--- config.mk ---
export PLATFORM = sky130hd
export DESIGN_NAME = pcc_top
export DESIGN_NICKNAME = d
export VERILOG_FILES = /design/src/hw/pcc_pkg.sv /design/src/hw/pcc_clkdiv.sv /design/src/hw/pcc_lockwait.sv /design/src/hw/pcc_top.sv
export VERILOG_INCLUDE_DIRS = /design/src /design/src/hw
export SDC_FILE = /design/constraint.sdc
export NUM_CORES = 1
export LEC_CHECK = 0
export BUFFER_PORTS_ARGS = -buffer_cell sky130_fd_sc_hd__buf_4
export CAP_MARGIN = 20
export CORE_AREA = 2 2 121 123
export CTS_CLUSTER_DIAMETER = 100
export CTS_CLUSTER_SIZE = 40
export DETAILED_ROUTE_END_ITERATION = 7
export DIE_AREA = 0 0 123 125
export GPL_ROUTABILITY_DRIVEN = 0
export PLACE_DENSITY = 0.92
export SLEW_MARGIN = 20
export SYNTH_ARGS = -nofsm -noshare
export SYNTH_HDL_FRONTEND = slang
export SYNTH_SLANG_ARGS = --single-unit
export TNS_END_PERCENT = 1
--- constraint.sdc ---
create_clock -name mclk -period 4.3 [get_ports mclk]
set_input_delay 0.86 -clock mclk [delete_from_list [all_inputs] [get_ports mclk]]
set_output_delay 0.86 -clock mclk [all_outputs]
set_load 0.005 [all_outputs]
--- src/hw/pcc_map.svh ---
// constants of the clock and power-down controller
`ifndef PCC_MAP_SVH
`define PCC_MAP_SVH

// ----------------------------------------------------------------
// register offsets
// ----------------------------------------------------------------
`define PCC_CSR_OFS        12'h000
`define PCC_IER_OFS        12'h004
`define PCC_CFG_OFS        12'h008
`define PCC_STAT_OFS       12'h00C
`define PCC_WAKE_OFS       12'h010

// ----------------------------------------------------------------
// field positions and codes
// ----------------------------------------------------------------
`define PCC_PD_LSB         10
`define PCC_PD_MSB         15
`define PCC_GIE_BIT        0
`define PCC_NMI_ENABLE_BIT_BIT       1
`define PCC_CODE_NONE      6'h00
`define PCC_CODE_SLP_EN    6'h09
`define PCC_CODE_SLP_ANY   6'h11
`define PCC_CODE_OUT_STOP  6'h1A
`define PCC_CODE_IN_STOP   6'h1C
`define PCC_RANGE_MAX      3'h2
`define PCC_CSR_RST        32'h0000_0000
`define PCC_CFG_RST        32'h0000_0001

// ----------------------------------------------------------------
// timing
// ----------------------------------------------------------------
`define PCC_CLK_NS         10
`define PCC_SLEEP_DLY      4'h8
`define PCC_LOCK_TYP_US    75
`define PCC_LOCK_MAX_NS    (`PCC_LOCK_TYP_US * 1000 * 250 / 100)
`define PCC_LOCK_CYC       (`PCC_LOCK_MAX_NS / `PCC_CLK_NS)

`endif

--- src/hw/pcc_pkg.sv ---
// types of the clock and power-down controller
package pcc_pkg;

  typedef enum logic [2:0] {
    PCC_RUN,
    PCC_ARM,
    PCC_SLEEP,
    PCC_OUT_STOP,
    PCC_IN_STOP,
    PCC_LOCK
  } pcc_state_e;

  typedef struct packed {
    logic [11:0] addr;
    logic [31:0] data;
    logic [3:0]  strb;
  } pcc_wr_s;

  typedef struct packed {
    logic        cpu_ce;
    logic        half_ce;
    logic        div_ph;
  } pcc_clk_s;

endpackage : pcc_pkg

--- src/hw/pcc_clkdiv.sv ---
// clock enable generator: x1 bypass or x4 multiply, half-rate output
`timescale 1ns/1ps
`default_nettype none
`include "pcc_map.svh"
module pcc_clkdiv
  import pcc_pkg::*;
(
  input  wire logic     mclk,
  input  wire logic     arst_n,
  input  wire logic     ref_clock_in,
  input  wire logic     pll_multiplier_select,
  input  wire logic     run_en,
  output pcc_clk_s      clk_o
);
  pcc_clk_s st_reg;
  pcc_clk_s st_next;
  logic     ref_d_reg;
  logic     ref_rise;
  logic     tick;

  assign ref_rise = ref_clock_in & ~ref_d_reg;
  // x4: every mclk is a cpu cycle; x1: one per rising reference edge
  assign tick = pll_multiplier_select ? 1'b1 : ref_rise;

  always_comb begin
    st_next = st_reg;
    st_next.cpu_ce  = run_en & tick;
    st_next.half_ce = run_en & tick & st_reg.div_ph;
    if (run_en && tick) begin
      st_next.div_ph = ~st_reg.div_ph;
    end
  end

  always_ff @(posedge mclk or negedge arst_n) begin
    if (!arst_n) begin
      st_reg    <= '0;
      ref_d_reg <= 1'b0;
    end else begin
      st_reg    <= st_next;
      ref_d_reg <= ref_clock_in;
    end
  end

  assign clk_o = st_reg;
endmodule : pcc_clkdiv
`default_nettype wire

--- src/hw/pcc_lockwait.sv ---
// PLL lock wait counter
`timescale 1ns/1ps
`default_nettype none
`include "pcc_map.svh"
module pcc_lockwait #(
  parameter int unsigned LOCK_CYC = `PCC_LOCK_CYC
) (
  input  wire logic mclk,
  input  wire logic arst_n,
  input  wire logic start,
  output logic      locked
);
  logic [15:0] cnt_reg;
  logic        locked_reg;

  always_ff @(posedge mclk or negedge arst_n) begin
    if (!arst_n) begin
      cnt_reg    <= 16'h0000;
      locked_reg <= 1'b0;
    end else if (start) begin
      cnt_reg    <= 16'h0000;
      locked_reg <= 1'b0;
    end else if (!locked_reg) begin
      cnt_reg <= cnt_reg + 16'h0001;
      if (cnt_reg == 16'(LOCK_CYC - 1)) begin
        locked_reg <= 1'b1;
      end
    end
  end

  assign locked = locked_reg;
endmodule : pcc_lockwait
`default_nettype wire

--- src/hw/pcc_top.sv ---
// clock and power-down controller with AXI4-Lite registers
`timescale 1ns/1ps
`default_nettype none
`include "pcc_map.svh"
module pcc_top
  import pcc_pkg::*;
#(
  parameter int unsigned LOCK_CYC = `PCC_LOCK_CYC
) (
  input  wire logic        mclk,
  input  wire logic        arst_n,
  input  wire logic        ref_clock_in,
  input  wire logic        int_enabled,
  input  wire logic        int_any,
  input  wire logic        dma_req,
  input  wire logic [11:0] s_axi_awaddr,
  input  wire logic        s_axi_awvalid,
  output logic             s_axi_awready,
  input  wire logic [31:0] s_axi_wdata,
  input  wire logic [3:0]  s_axi_wstrb,
  input  wire logic        s_axi_wvalid,
  output logic             s_axi_wready,
  output logic [1:0]       s_axi_bresp,
  output logic             s_axi_bvalid,
  input  wire logic        s_axi_bready,
  input  wire logic [11:0] s_axi_araddr,
  input  wire logic        s_axi_arvalid,
  output logic             s_axi_arready,
  output logic [31:0]      s_axi_rdata,
  output logic [1:0]       s_axi_rresp,
  output logic             s_axi_rvalid,
  input  wire logic        s_axi_rready,
  output logic             cpu_clock_out,
  output logic             half_rate_clock_out,
  output logic             cpu_clk_en,
  output logic             dma_clk_en,
  output logic             isr_req,
  output logic             resume_req
);

  // ----------------------------------------------------------------
  // state
  // ----------------------------------------------------------------
  typedef struct packed {
    pcc_state_e  fsm;
    logic [31:0] control_status_reg;
    logic [31:0] int_enable_reg;
    logic        pll_multiplier_select;
    logic [2:0]  pll_range_select;
    logic [3:0]  dly;
    logic        lock_start;
    logic        aw_got;
    logic        w_got;
    logic        awready;
    logic        wready;
    pcc_wr_s     wr;
    logic        bvalid;
    logic [1:0]  bresp;
    logic        arready;
    logic        rvalid;
    logic [31:0] rdata;
    logic [1:0]  rresp;
    logic        cpu_out;
    logic        half_out;
    logic        cpu_en;
    logic        dma_en;
    logic        isr;
    logic        resume;
    logic        wake_isr;
    logic        wake_seen;
  } pcc_st_s;

  pcc_st_s  st_reg;
  pcc_st_s  st_next;
  pcc_clk_s clk_s;
  logic     locked;
  logic     running;
  logic     wr_go;
  logic [5:0] pd_code;
  logic     int_ok;
  logic     csr_wr;
  logic     lock_restart;

  // ----------------------------------------------------------------
  // register word indices and reset values
  // ----------------------------------------------------------------
  localparam logic [9:0]  IDX_CSR  = 10'(`PCC_CSR_OFS >> 2);
  localparam logic [9:0]  IDX_IER  = 10'(`PCC_IER_OFS >> 2);
  localparam logic [9:0]  IDX_CFG  = 10'(`PCC_CFG_OFS >> 2);
  localparam logic [9:0]  IDX_STAT = 10'(`PCC_STAT_OFS >> 2);
  localparam logic [9:0]  IDX_WAKE = 10'(`PCC_WAKE_OFS >> 2);
  localparam logic [31:0] CFG_RST  = `PCC_CFG_RST;

  assign running = (st_reg.fsm == PCC_RUN) || (st_reg.fsm == PCC_ARM);
  assign wr_go   = st_reg.aw_got && st_reg.w_got && !st_reg.bvalid;
  assign pd_code = st_reg.control_status_reg[`PCC_PD_MSB:`PCC_PD_LSB];
  assign int_ok  = st_reg.control_status_reg[`PCC_GIE_BIT]
                 & st_reg.int_enable_reg[`PCC_NMI_ENABLE_BIT_BIT];
  // write of the power-down field arms the sequencer
  assign csr_wr       = wr_go && (st_reg.wr.addr[11:2] == IDX_CSR)
                      && st_reg.wr.strb[1];
  // cfg write with x4 set restarts the lock wait
  assign lock_restart = wr_go && (st_reg.wr.addr[11:2] == IDX_CFG)
                      && st_reg.wr.strb[0] && st_reg.wr.data[0];

  pcc_clkdiv u_div (
    .mclk                  (mclk),
    .arst_n                (arst_n),
    .ref_clock_in          (ref_clock_in),
    .pll_multiplier_select (st_reg.pll_multiplier_select),
    .run_en                (running && locked),
    .clk_o                 (clk_s)
  );

  pcc_lockwait #(
    .LOCK_CYC (LOCK_CYC)
  ) u_lock (
    .mclk   (mclk),
    .arst_n (arst_n),
    .start  (st_reg.lock_start),
    .locked (locked)
  );

  always_comb begin
    st_next = st_reg;
    st_next.lock_start = 1'b0;
    st_next.isr        = 1'b0;
    st_next.resume     = 1'b0;

    // ----------------------------------------------------------------
    // axi write channel
    // ----------------------------------------------------------------
    if (s_axi_awvalid && !st_reg.aw_got) begin
      st_next.aw_got  = 1'b1;
      st_next.wr.addr = s_axi_awaddr;
    end
    if (s_axi_wvalid && !st_reg.w_got) begin
      st_next.w_got   = 1'b1;
      st_next.wr.data = s_axi_wdata;
      st_next.wr.strb = s_axi_wstrb;
    end
    if (st_reg.bvalid && s_axi_bready) begin
      st_next.bvalid = 1'b0;
    end
    if (wr_go) begin
      st_next.aw_got = 1'b0;
      st_next.w_got  = 1'b0;
      st_next.bvalid = 1'b1;
      st_next.bresp  = 2'b00;
      case (st_reg.wr.addr[11:2])
        IDX_CSR: begin
          for (int i = 0; i < 4; i++) begin
            if (st_reg.wr.strb[i]) begin
              st_next.control_status_reg[i*8 +: 8] = st_reg.wr.data[i*8 +: 8];
            end
          end
          if (st_reg.wr.strb[1]) begin
            st_next.dly = `PCC_SLEEP_DLY;
          end
        end
        IDX_IER: begin
          for (int i = 0; i < 4; i++) begin
            if (st_reg.wr.strb[i]) begin
              st_next.int_enable_reg[i*8 +: 8] = st_reg.wr.data[i*8 +: 8];
            end
          end
        end
        IDX_CFG: begin
          if (st_reg.wr.strb[0]) begin
            st_next.pll_multiplier_select = st_reg.wr.data[0];
            if (st_reg.wr.data[3:1] <= `PCC_RANGE_MAX) begin
              st_next.pll_range_select = st_reg.wr.data[3:1];
            end
            st_next.lock_start = st_reg.wr.data[0];
          end
        end
        default: begin
          st_next.bresp = 2'b10;
        end
      endcase
    end

    // ----------------------------------------------------------------
    // axi read channel
    // ----------------------------------------------------------------
    st_next.arready = 1'b0;
    if (st_reg.rvalid && s_axi_rready) begin
      st_next.rvalid = 1'b0;
    end
    if (s_axi_arvalid && !st_reg.arready && !st_reg.rvalid) begin
      st_next.arready = 1'b1;
      st_next.rvalid  = 1'b1;
      st_next.rresp   = 2'b00;
      case (s_axi_araddr[11:2])
        IDX_CSR:  st_next.rdata = st_reg.control_status_reg;
        IDX_IER:  st_next.rdata = st_reg.int_enable_reg;
        IDX_CFG:  st_next.rdata = {28'h0000000,
                              st_reg.pll_range_select,
                              st_reg.pll_multiplier_select};
        IDX_STAT: st_next.rdata = {28'h0000000, locked,
                              st_reg.fsm};
        IDX_WAKE: st_next.rdata = {30'h00000000,
                              st_reg.wake_isr, st_reg.wake_seen};
        default: begin
          st_next.rdata = 32'h0000_0000;
          st_next.rresp = 2'b10;
        end
      endcase
    end

    // ----------------------------------------------------------------
    // power-down sequencer
    // ----------------------------------------------------------------
    case (st_reg.fsm)
      PCC_RUN: begin
        if (csr_wr) begin
          st_next.fsm = PCC_ARM;
        end else if (lock_restart) begin
          // gate the cpu clock at once, not only once lock drops
          st_next.fsm = PCC_LOCK;
        end
      end
      PCC_ARM: begin
        if (st_reg.dly > 4'h1) begin
          st_next.dly = st_reg.dly - 4'h1;
        end else begin
          case (pd_code)
            `PCC_CODE_SLP_EN,
            `PCC_CODE_SLP_ANY:  st_next.fsm = PCC_SLEEP;
            `PCC_CODE_OUT_STOP: st_next.fsm = PCC_OUT_STOP;
            `PCC_CODE_IN_STOP:  st_next.fsm = PCC_IN_STOP;
            default:            st_next.fsm = PCC_RUN;
          endcase
        end
      end
      PCC_SLEEP: begin
        if (int_enabled || (int_any
            && pd_code == `PCC_CODE_SLP_ANY)) begin
          st_next.fsm       = PCC_RUN;
          st_next.wake_seen = 1'b1;
          st_next.control_status_reg[`PCC_PD_MSB:`PCC_PD_LSB] =
            `PCC_CODE_NONE;
          st_next.resume    = 1'b1;
          st_next.isr       = int_enabled && int_ok;
          st_next.wake_isr  = int_enabled && int_ok;
        end
      end
      PCC_OUT_STOP,
      PCC_IN_STOP: begin
        st_next.fsm = st_reg.fsm;
      end
      PCC_LOCK: begin
        // stale lock flag still high in the cycle of a restart
        if (locked && !st_reg.lock_start) begin
          st_next.fsm = PCC_RUN;
        end
      end
      default: st_next.fsm = PCC_RUN;
    endcase

    // ----------------------------------------------------------------
    // clock outputs
    // ----------------------------------------------------------------
    st_next.cpu_en = (st_reg.fsm == PCC_RUN || st_reg.fsm == PCC_ARM)
                   && clk_s.cpu_ce;
    st_next.dma_en = (st_next.fsm == PCC_RUN || st_next.fsm == PCC_ARM
                   || st_next.fsm == PCC_SLEEP) && locked
                   && dma_req;
    if (running && locked) begin
      // frozen outputs hold last level in deep states
      st_next.cpu_out  = clk_s.cpu_ce ? ~st_reg.cpu_out
                                      : st_reg.cpu_out;
      st_next.half_out = clk_s.half_ce ? ~st_reg.half_out
                                       : st_reg.half_out;
    end
    // ready flags registered from the next capture state
    st_next.awready = !st_next.aw_got;
    st_next.wready  = !st_next.w_got;
  end

  always_ff @(posedge mclk or negedge arst_n) begin
    if (!arst_n) begin
      st_reg                       <= '0;
      st_reg.fsm                   <= PCC_LOCK;
      st_reg.control_status_reg    <= `PCC_CSR_RST;
      st_reg.pll_multiplier_select <= CFG_RST[0];
      st_reg.pll_range_select      <= CFG_RST[3:1];
      st_reg.awready               <= 1'b1;
      st_reg.wready                <= 1'b1;
      st_reg.lock_start            <= 1'b1;
    end else begin
      st_reg <= st_next;
    end
  end

  assign s_axi_awready       = st_reg.awready;
  assign s_axi_wready        = st_reg.wready;
  assign s_axi_bvalid        = st_reg.bvalid;
  assign s_axi_bresp         = st_reg.bresp;
  assign s_axi_arready       = st_reg.arready;
  assign s_axi_rvalid        = st_reg.rvalid;
  assign s_axi_rdata         = st_reg.rdata;
  assign s_axi_rresp         = st_reg.rresp;
  assign cpu_clock_out       = st_reg.cpu_out;
  assign half_rate_clock_out = st_reg.half_out;
  assign cpu_clk_en          = st_reg.cpu_en;
  assign dma_clk_en          = st_reg.dma_en;
  assign isr_req             = st_reg.isr;
  assign resume_req          = st_reg.resume;
endmodule : pcc_top
`default_nettype wire

## Word-level counts from Yosys, hierarchy flattened

Index checks and enable logic that the tools add are counted.

- Register bits after elaboration: 196
- Input port bits: 71
- Output and inout port bits: 47
- Logic and storage cells: 172

- $add $sub $neg: 2
- Magnitude comparators: 2
- Equal/unequal tests: 19
- Mux-type cells: 44
- Bitwise gates (word level): 8
- Reductions and logical operators: 56

Operator list:

| cell | count |
|---|---|
| 32-bit case mux with 5 select lines | 1 |
| 59-bit two-way mux | 1 |
| 16-bit two-way mux | 3 |
| 8-bit two-way mux | 6 |
| 36-bit two-way mux | 1 |
| 32-bit two-way mux | 1 |
| 4-bit two-way mux | 8 |
| 10-bit by 2-bit == test with 1-bit output (second input constant) | 3 |
| 3-bit AND reduction | 9 |
| 1-bit logical AND | 21 |
| 3-bit two-way mux | 7 |
| 10-bit by 1-bit == test with 1-bit output (second input constant) | 2 |
| 10-bit zero test | 2 |
| 6-bit by 5-bit == test with 1-bit output (second input constant) | 3 |
| 16-bit by 1-bit adder with 16-bit output (second input constant) | 1 |
| 16-bit by 15-bit == test with 1-bit output (second input constant) | 1 |
| 3-bit case mux with 5 select lines | 1 |
| 6-bit two-way mux | 2 |
| 10-bit by 3-bit == test with 1-bit output (second input constant) | 1 |
| 1-bit two-way mux | 10 |
| 3-bit by 2-bit == test with 1-bit output (second input constant) | 3 |
| 3-bit case mux with 3 select lines | 1 |
| 1-bit zero test | 8 |
| 3-bit by 1-bit == test with 1-bit output (second input constant) | 2 |
| 17 further kinds | 33 |

## Logic depth before layout (Yosys ltp)

- Depth in word-level cells: 13
- Gate-level depth with buffers: 7
- Depth with buffers taken out: 7

## Cells and area by module

Synthesis repeated with hierarchy kept, for this count alone.

- Cell total of the unflattened synthesis: 676
- Area, all modules: 8461.9 µm²

Modules (own cells, without submodules):

| module | instances | cells each | area each (µm²) | sequential area each (µm²) |
|---|---|---|---|---|
| pcc_top | 1 | 575 | 7410.9 | 4286.6 |
| pcc_lockwait | 1 | 91 | 900.9 | 425.4 |
| pcc_clkdiv | 1 | 10 | 150.1 | 100.1 |

## Worst setup path after synthesis

OpenSTA, ideal clock, no wires.

- Path kind: in2reg
- From: input port s_axi_araddr[2]
- To: register st_reg, in the netlist s_axi_rdata[22]
- Setup time: 133 ps
- Arrival: 2386 ps
- Required time: 4167 ps
- Slack: 1781 ps
- Cell stages on the path: 5
- Path buffers: 3
- Path through: clkbuf_1 > buf_1 > clkbuf_1 > mux2i_1 > o21ai_0

- Longest elaborated chain between the ends: 2
- Elaborated cells on any way between the ends: 6
- Classes of those cells: eq/ne: 4; mux: 1; reduce/logical: 1

RTL lines:

| item | line | text |
|---|---|---|
| start, declared | pcc_top.sv:26 | `input wire logic [11:0] s_axi_araddr,` |
| 10-bit by 3-bit == test with 1-bit output, or another cell as far along | pcc_top.sv:194 | `case (s_axi_araddr[11:2])` |
| 32-bit case mux with 5 select lines * | pcc_top.sv:194 |  |
| end signal, assigned | pcc_top.sv:292 | `st_reg <= st_next;` |
| end, declared | pcc_top.sv:73 | `pcc_st_s st_reg;` |

Mark *: on every way between the ends. The rest lies on a longest branch, timed or not.
A chain may end at the register's enable or synchronous reset.

## Worst setup path in the final report

- From: input port s_axi_araddr[9]
- To: register st_reg, in the netlist s_axi_rdata[22]

The elaborated chain is that of the path after synthesis.

==> impl_metrics.py <==
metrics = {
    "run_status": {
        "status": "finished clean",
    },
    "timing": {
        "rsz0062_at_grt": "false",
        "setup_ws_ns": 1.33,
        "hold_slack_ns": 0.477,
        "setup_violations": 0,
        "finalClockSkew_ns": 0.00753,
        "fmax_ghz": 0.337,
        "tns_ns": 0,
        "slew_headroom_pct": 32.9,
        "hold_violations": 0,
        "period_share_pct": 69.0,
        "slew_viol_final": 0,
        "worst_pin_slew_ns": 1.00,
        "fin_crit_ns": 2.97,
    },
    "cts": {
        "clk_pin_slew_ns": 0.07,
        "cts_buffers": 17,
        "clk_latency_ns": 0.44,
        "root_buffer": "clkbuf_16",
        "post_cts.repair.setup_buffers": 0,
        "cts_max_level": 4,
        "cts_resized": 0,
        "cts_buffer_depth": 2,
        "cts_tree": "yes",
        "hold_buffers": 0,
        "cts.sinks": 192,
    },
    "power_and_ir_drop": {
        "p_sw_uw": 1290,
        "p_seq_share_pct": 52.2,
        "intPower_uw": 3380,
        "clockPowerShare_pct": 32.4,
        "power_density_nw_per_um2": 486,
        "vdd_drop_max_mv": 0.346,
        "swShare_pct": 27.6,
        "p_leak_uw": 0.00456,
        "pwr-share-comb_pct": 15.4,
    },
    "worst_setup_path": {
        "rr_startpoint": "st_reg[88]",
        "worstSetupStartpointType": "input pin",
        "arrival_ns": 3.30,
        "rrSetupSlack_ns": 1.71,
        "cp.required_ns": 4.63,
        "crit_type": "in2reg",
        "crit_start": "s_axi_araddr[9]",
        "ff2ff_path_depth": 5,
        "cp-end-kind": "flip-flop",
        "path_max_fanout": 28,
    },
    "floorplanning": {
        "initial_core_util_pct": 58.0,
        "dieHeight_um": 125,
        "io_pins": 118,
        "dieArea_um2": 15400,
        "row_count": 44,
        "coreArea_um2": 14200,
        "die_w_um": 123,
    },
    "synthesis": {
        "yosysMostFrequentCell": "dfrtp_1",
        "synth_cells": 664,
        "yosysWarnings": 0,
        "synth_area_leader_cell": "dfrtp_1",
        "synthTopCellsByArea": "dfrtp_1 (57%), mux2_2 (13%), mux2i_1 (3.4%), buf_4 (3.3%), nand2_1 (3.0%)",
        "synth_top_area_share_pct": 56.5,
        "async_flop_share_pct": 100,
        "synth-main-ff-cell": "dfrtp_1",
        "synth_enable_flop_cells": 0,
        "synth_seq_cells": 192,
        "seq_area_frac_synth_pct": 58.4,
        "synth_commonest_cells": "dfrtp_1 (186), mux2_2 (98), nand2_1 (65)",
        "syn_avg_cell_area_um2": 12.4,
        "ys_types": 53,
        "syn_area_um2": 8240,
    },
    "route": {
        "wirelength_mm": 17.4,
        "drt_first_pass_iters": 5,
        "wl_per_cell_um": 18.5,
        "ant_nets": 0,
        "dr_total_vias": 5374,
        "via_per_inst": 5.72,
        "drc": 0,
        "drt_iter0_markers": 390,
    },
    "placed_design": {
        "io_buffers": 111,
        "hpwlAfterDp_mm": 12.0,
        "pre_cts_ws_ns": 0.837,
    },
    "layout": {
        "drive_above_1_share_pct": 36.0,
        "nets": 818,
        "syn_to_final_growth_pct": 16.5,
        "num_antenna_cells": 0,
        "largest_register_ffs": 120,
    },
    "global_routing": {
        "grt_pass1_vias": 5749,
        "antenna_found_initial": 0,
        "grt_pass1_wl_mm": 28.2,
        "grt_max_degree": 134,
        "gr-usage-all-layers_pct": 23.8,
        "grt-ovfl-total": 0,
    },
    "worst_hold_path": {
        "hold_depth": 1,
        "hp-start": "u_div.clk_o[0]",
        "hold_class": "reg2reg",
    },
    "run": {
        "drv_cap": 0,
    },
}
==> layout make-up <==
class                           count  area (um^2)
Clock buffer                       20          457
Inverter                           14         52.6
Clock inverter                     12          111
Fill cell                        1003         4610
Timing Repair Buffer              116          898
Sequential cell                   192         4810
Multi-Input combinational cell    402         3030
Tap cell                          184          230
==> kinds of logic after synthesis <==
group                      synth area share, %
other                                   0.0455
xor gates and xnor gates                  1.91
AOI/OAI and AO/OA                         5.45
DFF                                       58.4
and+or+nand+nor                           10.2
adders and majority gates                0.608
buffers and inverters                     4.89
muxes                                     18.4
==> path summary, 6_finish.rpt <==
path / end
hold / removal: u_div.clk_o[0]
setup / recovery: s_axi_rdata[22]
min in group asynchronous: s_axi_bvalid
setup reg to reg: st_reg[119]
max in group asynchronous: st_reg[123]
hold reg to reg: u_div.clk_o[0]
==> worst max-delay path, stage by stage <==
cell	delay, ns
buf_4	0.10
or4_1	0.50
nor4_1	0.31
nor2b_1	0.39
nand2_1	0.69
o21ai_0	0.43
==> stage by stage <==
stage | instance area [um^2] | power [uW] | instances | util (%)
floorplan | 8240 | 2860 | 665 | -
global placement | 9000 | 3080 | 907 | 63.3
detailed placement | 9000 | 3160 | 907 | 63.3
CTS | 9560 | 4670 | 939 | 67.3
global route | 9590 | 4880 | 940 | 67.5
finish | 9590 | 4660 | 940 | 67.5
==> layer usage <==
layer	vias up	track usage, %	share of wire [%]
met1	2735	29.4	40
met3	31	6.80	5.9
met2	162	39.4	51
li1	2446	-	-
met4	0	9.63	2.2
met5	-	0	0
==> power groups by stage <==
stage          Clock, uW  Combinational [uW]  Sequential (uW)
4_1_cts             1530                 715             2430
6_report            1510                 718             2430
5_1_grt             1610                 792             2470
2_1_floorplan          0                 501             2360
3_5_place_dp           0                 709             2460
3_3_place_gp           0                 664             2420
==> cells in the final DEF (no fill, tap or decap), types with 4 or more instances in the layout <==
cell type    n
dfrtp_1    186
buf_4      114
mux2_2      98
nand2_1     65
o21ai_0     44
nor2_1      31
mux2i_1     28
nand3_1     18
clkbuf_16   17
inv_1       14
xnor2_1     11
a21oi_1     10
nand2_2      7
xor2_1       7
nor2b_1      6
dfstp_2      6
or3_1        5
nor3_1       5
and3_1       5
nor4_1       4
mux2_1       4
mux4_2       4
ha_1         4
clkinv_4     4
Note: power is estimated with default switching activity, not from simulation.
